<file path="config.mk">
export PLATFORM = sky130hd
export DESIGN_NAME = agc_gain_limit_config
export DESIGN_NICKNAME = d
export VERILOG_FILES = /design/src/agc_cfg_pkg.sv /design/src/reg_serial_port.sv /design/src/agc_gain_limit_config.sv
export SDC_FILE = /design/constraint.sdc
export NUM_CORES = 1
export LEC_CHECK = 0
export ABC_AREA = 1
export BUFFER_PORTS_ARGS = -buffer_cell sky130_fd_sc_hd__buf_2
export CAP_MARGIN = 20
export CORE_ASPECT_RATIO = 0.75
export CORE_MARGIN = 4
export CORE_UTILIZATION = 55
export DETAILED_ROUTE_END_ITERATION = 12
export GPL_TIMING_DRIVEN = 0
export PLACE_DENSITY = 0.83
export SETUP_SLACK_MARGIN = 0.1
export SLEW_MARGIN = 20
export SYNTH_ARGS = -nofsm -noshare
export SYNTH_HDL_FRONTEND = slang
export SYNTH_SLANG_ARGS = --single-unit
</file>
<file path="constraint.sdc">
create_clock -name clk_sys -period 3.05 [get_ports clk_sys]
set_input_delay 0.305 -clock clk_sys [delete_from_list [all_inputs] [get_ports clk_sys]]
set_output_delay 0.305 -clock clk_sys [all_outputs]
set_load 0.05 [all_outputs]
</file>
<file path="src/agc_cfg_pkg.sv">
// constants, register layout and carriers of the gain control block
package agc_cfg_pkg;
  // ----------------------------------------------------------------
  // register map and fields
  // ----------------------------------------------------------------
  localparam logic [5:0] GAIN_LIMIT_ADDR = 6'h1B;
  localparam logic [5:0] STRATEGY_ADDR = 6'h1C;
  localparam int DIG_CEIL_LSB = 6;
  localparam int FE_CEIL_LSB = 3;
  localparam int SETPOINT_LSB = 0;
  localparam int ORDER_BIT = 6;
  localparam int REL_THR_LSB = 4;
  localparam logic [1:0] DIG_CEIL_RST = 2'h0;
  localparam logic [2:0] FE_CEIL_RST = 3'h0;
  localparam logic [2:0] SETPOINT_RST = 3'h3;
  localparam logic ORDER_RST = 1'b1;
  localparam logic [1:0] REL_THR_RST = 2'h0;
  // ----------------------------------------------------------------
  // serial port framing
  // ----------------------------------------------------------------
  localparam int HDR_RW_BIT = 7;
  localparam logic [4:0] HDR_LAST = 5'h07;
  localparam logic [4:0] DATA_FIRST = 5'h08;
  localparam logic [4:0] DATA_LAST = 5'h0F;
  localparam logic [4:0] FRAME_DONE = 5'h10;
  // ----------------------------------------------------------------
  // gain steps, in dB of amplitude where noted
  // ----------------------------------------------------------------
  localparam logic [2:0] DIG_TOP = 3'h7;
  localparam logic [2:0] STAGE_RED_MAX = 3'h7;
  localparam logic [7:0] SETPOINT_DB [8] = '{8'h18, 8'h1B, 8'h1E, 8'h21,
                                             8'h24, 8'h26, 8'h28, 8'h2A};
  localparam logic [7:0] REL_THR_DB [4] = '{8'h00, 8'h06, 8'h0A, 8'h0E};

  typedef struct packed {
    logic wr;
    logic [5:0] addr;
    logic [7:0] wdata;
  } reg_req_s;

  typedef struct packed {
    logic [2:0] dig;
    logic [2:0] stage1_red;
    logic [2:0] stage2_red;
  } gain_s;
endpackage : agc_cfg_pkg

</file>
<file path="src/reg_serial_port.sv">
// serial register port: header byte then one data byte, msb first
module reg_serial_port (
  input wire logic clk_sys,
  input wire logic rstn,
  input wire logic sclk,
  input wire logic csn,
  input wire logic mosi,
  output logic miso,
  output logic miso_oe,
  output agc_cfg_pkg::reg_req_s req,
  output logic [5:0] rd_addr,
  input wire logic [7:0] rdata
);
  logic sclk_q_ff, nxt_sclk_q;
  logic [4:0] cnt_ff, nxt_cnt;
  logic [7:0] shift_ff, nxt_shift;
  logic [7:0] hdr_ff, nxt_hdr;
  logic [7:0] out_ff, nxt_out;
  logic load_ff, nxt_load;
  agc_cfg_pkg::reg_req_s req_ff, nxt_req;
  logic rise, fall;

  assign rise = sclk & ~sclk_q_ff;
  assign fall = ~sclk & sclk_q_ff;
  assign rd_addr = hdr_ff[5:0];
  assign req = req_ff;
  assign miso = out_ff[7];
  assign miso_oe = ~csn;

  // ----------------------------------------------------------------
  // bit counter, shifters and write strobe
  // ----------------------------------------------------------------
  always_comb begin
    nxt_sclk_q = sclk;
    nxt_cnt = cnt_ff;
    nxt_shift = shift_ff;
    nxt_hdr = hdr_ff;
    nxt_out = out_ff;
    nxt_load = 1'b0;
    nxt_req = '0;
    if (csn) begin
      nxt_cnt = '0;
    end else if (rise && cnt_ff != agc_cfg_pkg::FRAME_DONE) begin
      nxt_shift = {shift_ff[6:0], mosi};
      nxt_cnt = cnt_ff + 5'h01;
      if (cnt_ff == agc_cfg_pkg::HDR_LAST) begin
        nxt_hdr = nxt_shift;
        nxt_load = 1'b1;
      end
      if (cnt_ff == agc_cfg_pkg::DATA_LAST &&
          !hdr_ff[agc_cfg_pkg::HDR_RW_BIT]) begin
        nxt_req.wr = 1'b1;
        nxt_req.addr = hdr_ff[5:0];
        nxt_req.wdata = nxt_shift;
      end
    end else if (fall && cnt_ff > agc_cfg_pkg::DATA_FIRST &&
                 cnt_ff != agc_cfg_pkg::FRAME_DONE) begin
      nxt_out = {out_ff[6:0], 1'b0};
    end
    if (load_ff) begin
      nxt_out = rdata;
    end
  end

  always_ff @(posedge clk_sys or negedge rstn) begin
    if (!rstn) begin
      sclk_q_ff <= 1'b0;
      cnt_ff <= '0;
      shift_ff <= '0;
      hdr_ff <= '0;
      out_ff <= '0;
      load_ff <= 1'b0;
      req_ff <= '0;
    end else begin
      sclk_q_ff <= nxt_sclk_q;
      cnt_ff <= nxt_cnt;
      shift_ff <= nxt_shift;
      hdr_ff <= nxt_hdr;
      out_ff <= nxt_out;
      load_ff <= nxt_load;
      req_ff <= nxt_req;
    end
  end
endmodule : reg_serial_port

</file>
<file path="src/agc_gain_limit_config.sv">
// gain control configuration registers and the gain stepping loop

// Notes on behaviour
// - the two-bit digital gain ceiling, reset 0, removes 0 to 3 top steps.
// - the three-bit front-end ceiling, reset 0, caps combined stage gain.
// - the three-bit setpoint, reset 3, picks 24..42 dB target amplitude.
// - the order bit, reset 1, lowers stage one first, else stage two.
// - the two-bit relative carrier threshold field resets to zero.
// - relative threshold codes 0..3 mean off, 6 dB, 10 dB and 14 dB rise.
module agc_gain_limit_config (
  input wire logic clk_sys,
  input wire logic rstn,
  input wire logic sclk,
  input wire logic csn,
  input wire logic mosi,
  output logic miso,
  output logic miso_oe,
  input wire logic [7:0] filt_amp,
  input wire logic amp_valid,
  input wire logic [7:0] rssi,
  input wire logic rssi_valid,
  output agc_cfg_pkg::gain_s gain,
  output logic carrier_sense
);
  agc_cfg_pkg::reg_req_s req;
  logic [5:0] rd_addr;
  logic [7:0] rdata;

  reg_serial_port u_port (
    .clk_sys(clk_sys),
    .rstn(rstn),
    .sclk(sclk),
    .csn(csn),
    .mosi(mosi),
    .miso(miso),
    .miso_oe(miso_oe),
    .req(req),
    .rd_addr(rd_addr),
    .rdata(rdata)
  );

  // ----------------------------------------------------------------
  // configuration registers
  // ----------------------------------------------------------------
  logic [1:0] dig_ceil_ff, nxt_dig_ceil;
  logic [2:0] fe_ceil_ff, nxt_fe_ceil;
  logic [2:0] setpoint_ff, nxt_setpoint;
  logic order_ff, nxt_order;
  logic [1:0] rel_thr_ff, nxt_rel_thr;

  always_comb begin
    nxt_dig_ceil = dig_ceil_ff;
    nxt_fe_ceil = fe_ceil_ff;
    nxt_setpoint = setpoint_ff;
    nxt_order = order_ff;
    nxt_rel_thr = rel_thr_ff;
    if (req.wr && req.addr == agc_cfg_pkg::GAIN_LIMIT_ADDR) begin
      nxt_dig_ceil = req.wdata[agc_cfg_pkg::DIG_CEIL_LSB +: 2];
      nxt_fe_ceil = req.wdata[agc_cfg_pkg::FE_CEIL_LSB +: 3];
      nxt_setpoint = req.wdata[agc_cfg_pkg::SETPOINT_LSB +: 3];
    end
    if (req.wr && req.addr == agc_cfg_pkg::STRATEGY_ADDR) begin
      nxt_order = req.wdata[agc_cfg_pkg::ORDER_BIT];
      nxt_rel_thr = req.wdata[agc_cfg_pkg::REL_THR_LSB +: 2];
    end
  end

  always_ff @(posedge clk_sys or negedge rstn) begin
    if (!rstn) begin
      dig_ceil_ff <= agc_cfg_pkg::DIG_CEIL_RST;
      fe_ceil_ff <= agc_cfg_pkg::FE_CEIL_RST;
      setpoint_ff <= agc_cfg_pkg::SETPOINT_RST;
      order_ff <= agc_cfg_pkg::ORDER_RST;
      rel_thr_ff <= agc_cfg_pkg::REL_THR_RST;
    end else begin
      dig_ceil_ff <= nxt_dig_ceil;
      fe_ceil_ff <= nxt_fe_ceil;
      setpoint_ff <= nxt_setpoint;
      order_ff <= nxt_order;
      rel_thr_ff <= nxt_rel_thr;
    end
  end

  // read mux; reserved bit and unimplemented low nibble read zero
  always_comb begin
    rdata = '0;
    case (rd_addr)
      agc_cfg_pkg::GAIN_LIMIT_ADDR: begin
        rdata[agc_cfg_pkg::DIG_CEIL_LSB +: 2] = dig_ceil_ff;
        rdata[agc_cfg_pkg::FE_CEIL_LSB +: 3] = fe_ceil_ff;
        rdata[agc_cfg_pkg::SETPOINT_LSB +: 3] = setpoint_ff;
      end
      agc_cfg_pkg::STRATEGY_ADDR: begin
        rdata[agc_cfg_pkg::ORDER_BIT] = order_ff;
        rdata[agc_cfg_pkg::REL_THR_LSB +: 2] = rel_thr_ff;
      end
      default: rdata = '0;
    endcase
  end

  // ----------------------------------------------------------------
  // gain loop
  // ----------------------------------------------------------------
  function automatic logic [3:0] fe_total(input agc_cfg_pkg::gain_s g);
    fe_total = {1'b0, g.stage1_red} + {1'b0, g.stage2_red};
  endfunction : fe_total

  // one more step of front-end reduction in the selected order
  function automatic agc_cfg_pkg::gain_s fe_down(
    input agc_cfg_pkg::gain_s g, input logic stage1_first);
    fe_down = g;
    if (stage1_first) begin
      if (g.stage1_red != agc_cfg_pkg::STAGE_RED_MAX) begin
        fe_down.stage1_red = g.stage1_red + 3'h1;
      end else if (g.stage2_red != agc_cfg_pkg::STAGE_RED_MAX) begin
        fe_down.stage2_red = g.stage2_red + 3'h1;
      end
    end else begin
      if (g.stage2_red != agc_cfg_pkg::STAGE_RED_MAX) begin
        fe_down.stage2_red = g.stage2_red + 3'h1;
      end else if (g.stage1_red != agc_cfg_pkg::STAGE_RED_MAX) begin
        fe_down.stage1_red = g.stage1_red + 3'h1;
      end
    end
  endfunction : fe_down

  agc_cfg_pkg::gain_s gain_ff, nxt_gain;
  logic [2:0] dig_max;
  logic [7:0] target_db;

  assign dig_max = agc_cfg_pkg::DIG_TOP - {1'b0, dig_ceil_ff};
  assign target_db = agc_cfg_pkg::SETPOINT_DB[setpoint_ff];
  assign gain = gain_ff;

  always_comb begin
    nxt_gain = gain_ff;
    if (gain_ff.dig > dig_max) begin
      nxt_gain.dig = dig_max;
    end else if (fe_total(gain_ff) < {1'b0, fe_ceil_ff}) begin
      nxt_gain = fe_down(gain_ff, order_ff);
    end else if (amp_valid && filt_amp > target_db) begin
      if (gain_ff.dig != '0) begin
        nxt_gain.dig = gain_ff.dig - 3'h1;
      end else begin
        nxt_gain = fe_down(gain_ff, order_ff);
      end
    end else if (amp_valid && filt_amp < target_db) begin
      // raise in the reverse of the reduction order
      if (fe_total(gain_ff) > {1'b0, fe_ceil_ff}) begin
        if (order_ff ? gain_ff.stage2_red != '0
                     : gain_ff.stage1_red == '0) begin
          nxt_gain.stage2_red = gain_ff.stage2_red - 3'h1;
        end else begin
          nxt_gain.stage1_red = gain_ff.stage1_red - 3'h1;
        end
      end else if (gain_ff.dig < dig_max) begin
        nxt_gain.dig = gain_ff.dig + 3'h1;
      end
    end
  end

  always_ff @(posedge clk_sys or negedge rstn) begin
    if (!rstn) begin
      gain_ff <= '0;
    end else begin
      gain_ff <= nxt_gain;
    end
  end

  // ----------------------------------------------------------------
  // relative carrier sense
  // ----------------------------------------------------------------
  logic [7:0] ref_ff, nxt_ref;
  logic ref_ok_ff, nxt_ref_ok;
  logic cs_ff, nxt_cs;
  logic [8:0] need;

  assign need = {1'b0, ref_ff} + {1'b0, agc_cfg_pkg::REL_THR_DB[rel_thr_ff]};
  assign carrier_sense = cs_ff;

  always_comb begin
    nxt_ref = ref_ff;
    nxt_ref_ok = ref_ok_ff;
    nxt_cs = cs_ff;
    if (rel_thr_ff == '0) begin
      nxt_cs = 1'b0;
      nxt_ref_ok = 1'b0;
    end else if (rssi_valid) begin
      if (!ref_ok_ff || rssi < ref_ff) begin
        nxt_ref = rssi;
        nxt_ref_ok = 1'b1;
      end
      nxt_cs = ref_ok_ff && {1'b0, rssi} >= need;
    end
  end

  always_ff @(posedge clk_sys or negedge rstn) begin
    if (!rstn) begin
      ref_ff <= '0;
      ref_ok_ff <= 1'b0;
      cs_ff <= 1'b0;
    end else begin
      ref_ff <= nxt_ref;
      ref_ok_ff <= nxt_ref_ok;
      cs_ff <= nxt_cs;
    end
  end
endmodule : agc_gain_limit_config

</file>
==> flow_summary.json <==
{
  "outcome": "complete, no violations",
  "fin_skew_ns": 0.00572,
  "drv_slew": 0,
  "path_max_fanout": 6,
  "regArea_sq_um": 1860,
  "die_h_um": 87.2,
  "dp_hpwl_um": 7460,
  "cts.sinks": 74,
  "synth_cell_type_count": 38,
  "reg2reg_depth": 16,
  "ir_drop_mv": 0.506,
  "critPathKind": "reg -> reg",
  "place_congestion": 0.831,
  "grt_max_degree": 61,
  "pin_count": 35,
  "routedWlPerCell_um": 13.2,
  "final_cell_mix": "nand2_1 (149), inv_1 (88), dfrtp_1 (68)",
  "maxCapViolCount": 0,
  "final_common_cell": "nand2_1",
  "p_sw_mw": 1.59,
  "path_cells": "buf_6 > ha_4 > nor2_4 > a21oi_2 > ha_1 > nand2_2 > nor2_2 > a21oi_4 > nand2_4 > buf_8 > inv_2 > fa_2 > nand3_1 > o21ai_0 > nand2_1 > o21ai_1",
  "multi_input_area_sq_um": 2420,
  "min_from": "sclk",
  "synth_top_family_by_area": "simple AND/OR/NAND/NOR gates",
  "slowest_stage": "dfstp_2",
  "synth_top_area_share": 0.387,
  "portBuffers": 34,
  "clkPwrFrac": 0.187,
  "die_area_sq_um": 9890,
  "avgSynthCellArea_sq_um": 7.85,
  "core_area_sq_um": 8020,
  "powerDensity_nw_per_um2": 682,
  "max_stage_delay_ns": 0.57,
  "crit_family": "adder cells",
  "grt.met3_usage": 0.0528,
  "r2r-start": "setpoint_ff[0]",
  "period_share": 0.946,
  "worst_pin_slew_ns": 0.584,
  "crit_buf_inv": 3,
  "area_delta_synth_final_pct": 15.3,
  "clk_pin_slew_ns": 0.08,
  "synth_compound_area_frac": 0.105,
  "start_util": 0.573,
  "synth_xor_area_frac": 0.0172,
  "cp-start-kind": "flip-flop",
  "yosysSeqAreaShare": 0.404,
  "drtIter0Drc": 256,
  "synth-simple-area-share": 0.250,
  "cp-end-kind": "flip-flop",
  "fin_setup_tns_ns": 0,
  "rrSetupSlack_ns": 0.16,
  "synth_top_cell_by_area": "dfrtp_1",
  "fill_cells": 680,
  "busiest_layer": "met2",
  "whs_ns": 0.102,
  "firstDrtPassIters": 7,
  "drc_errors": 0,
  "rsz0062_at_grt": "yes",
  "seq_power_share": 0.326,
  "grt_pass1_wl_um": 16700,
  "final-hold-violation-count": 0,
  "leakagePower_nw": 2.78,
  "h-tree-depth": 3,
  "syn_inst": 585,
  "yosys_warnings": 0,
  "diodes": 0,
  "synth_nets": 654,
  "clock_path_buffers": 2,
  "antenna_found_initial": 0,
  "hold_end": "u_port.sclk_q_ff",
  "ant_nets": 0,
  "max_freq_ghz": 0.347,
  "met1_usage": 0.272,
  "grtUsageMet2": 0.353,
  "slew-limit-headroom": 0.609,
  "drt_wl_total_um": 9950,
  "fin_nets": 713,
  "whs_path_depth": 1,
  "synth.area.mux_share": 0.00490,
  "track_usage": 0.212,
  "chipWidth_um": 114,
  "clock_latency_ns": 0.35,
  "setup_viol": 0,
  "synth_fa_ha_area_frac": 0.130,
  "p_int_mw": 2.02,
  "core.rowCount": 28,
  "min_path_type": "in -> reg",
  "ys_seq_elements": 74,
  "crit_arrival_ns": 3.12,
  "layout-drive-gt1-share": 0.176,
  "first_global_vias": 3847,
  "cts-root-buf": "clkbuf_8",
  "grt.overflow.total": 0,
  "cts_tree": "done",
  "min_period_ns": 2.89,
  "required_ns": 3.29,
  "combPwrFrac": 0.487,
  "rr_endpoint": "gain[7]",
  "synth.cell_area_sq_um": 4590,
  "via_count": 3936,
  "path_depth": 16,
  "yosys-top-cells-area": "dfrtp_1 (39%), nand2_1 (13%), ha_1 (12%)",
  "cts_buffers": 9,
  "p_sw_frac": 0.439,
  "avgViaCountPerCell": 5.22
}
[through the flow]
step / util / total power [mW] / instances / setup slack [ns] / instance area (sq um)
after detailed placement: 0.614 / 2.80 / 725 / -0.210 / 4930
after global routing: 0.660 / 3.92 / 754 / 0.0219 / 5300
after floorplan: - / 2.42 / 585 / 0.168 / 4590
final: 0.660 / 3.61 / 754 / 0.164 / 5300
after CTS: 0.646 / 3.51 / 746 / 0.106 / 5180
after global placement: 0.610 / 2.72 / 724 / -0.0677 / 4900
[sequential cells by signal, summed over array words and instances, names as in the netlist, 2 cells and up]
signal	count
u_port.cnt_ff	5
u_port.shift_ff	7
u_port.out_ff	8
rel_thr_ff	2
ref_ff	8
gain	9
u_port.req	15
u_port.hdr_ff	7
setpoint_ff	3
dig_ceil_ff	2
fe_ceil_ff	3
[cells in the mapped netlist (all sizes together)]
cell	instances
nand2	160
clkinv	1
ha	43
fa	3
clkbuf	2
nand4	9
o21a	1
nand3	38
inv	94
o22ai	4
buf	5
nand3b	3
xor2	6
a21oi	24
nor2	42
dfstp	3
nor3b	2
o211ai	1
xnor2	3
or2	1
mux2	2
nor3	5
o21ai	61
nor4	1
dfrtp	71
[power by group through the flow]
| stage | Sequential, mW | Combinational (mW) | Clock [mW] |
|---|---|---|---|
| floorplan | 1.36 | 1.06 | 0 |
| global placement | 1.19 | 1.52 | 0 |
| detailed placement | 1.20 | 1.61 | 0 |
| CTS | 1.18 | 1.63 | 0.699 |
| global route | 1.19 | 1.99 | 0.739 |
| finish | 1.18 | 1.76 | 0.676 |
[per-layer routing]
metal | up-vias | wire [um]
li1 | 1998 | -
met4 | 0 | 148
met3 | 18 | 439
met1 | 1827 | 4610
met2 | 93 | 4760
met5 | - | 0
[cell families (layout without fill, tap and decap cells)]
family / after synthesis / after routing
flip-flops: 74 / 74
buffers and inverters: 102 / 166
multiplexers: 2 / 2
adder cells (fa/ha/maj): 46 / 46
AO/OA/AOI/OAI: 91 / 91
XOR/XNOR: 9 / 9
AND/OR/NAND/NOR: 261 / 261
[what timing repair did]
item / CTS / global route
gates resized for setup: 11 / 20
endpoints found under the hold margin: 13 / 0
hold buffers: 1 / 0
pin swaps: 7 / 13
setup buffers: 4 / 8
setup endpoints to repair: 2 / 10
[worst max-delay path by stage]
| stage | start | to | slack, ns |
|---|---|---|---|
| global placement | setpoint_ff[0] | gain[8] | -0.07 |
| detailed placement | setpoint_ff[0] | gain[8] | -0.21 |
| global route | setpoint_ff[1] | gain[8] | 0.02 |
| CTS | setpoint_ff[0] | gain[8] | 0.11 |
| finish | setpoint_ff[0] | gain[7] | 0.16 |
| floorplan | setpoint_ff[0] | gain[8] | 0.17 |
[area by class of cell]
class	count	share of cell area
sequential	74	0.351
clock buffer	12	0.0274
tap	105	0.0248
buffer	7	0.00992
clock inverter	4	0.00496
multi-input combinational	409	0.456
inverter	95	0.0683
timing repair buffer	48	0.0574
(Power assumes the default switching activity.)
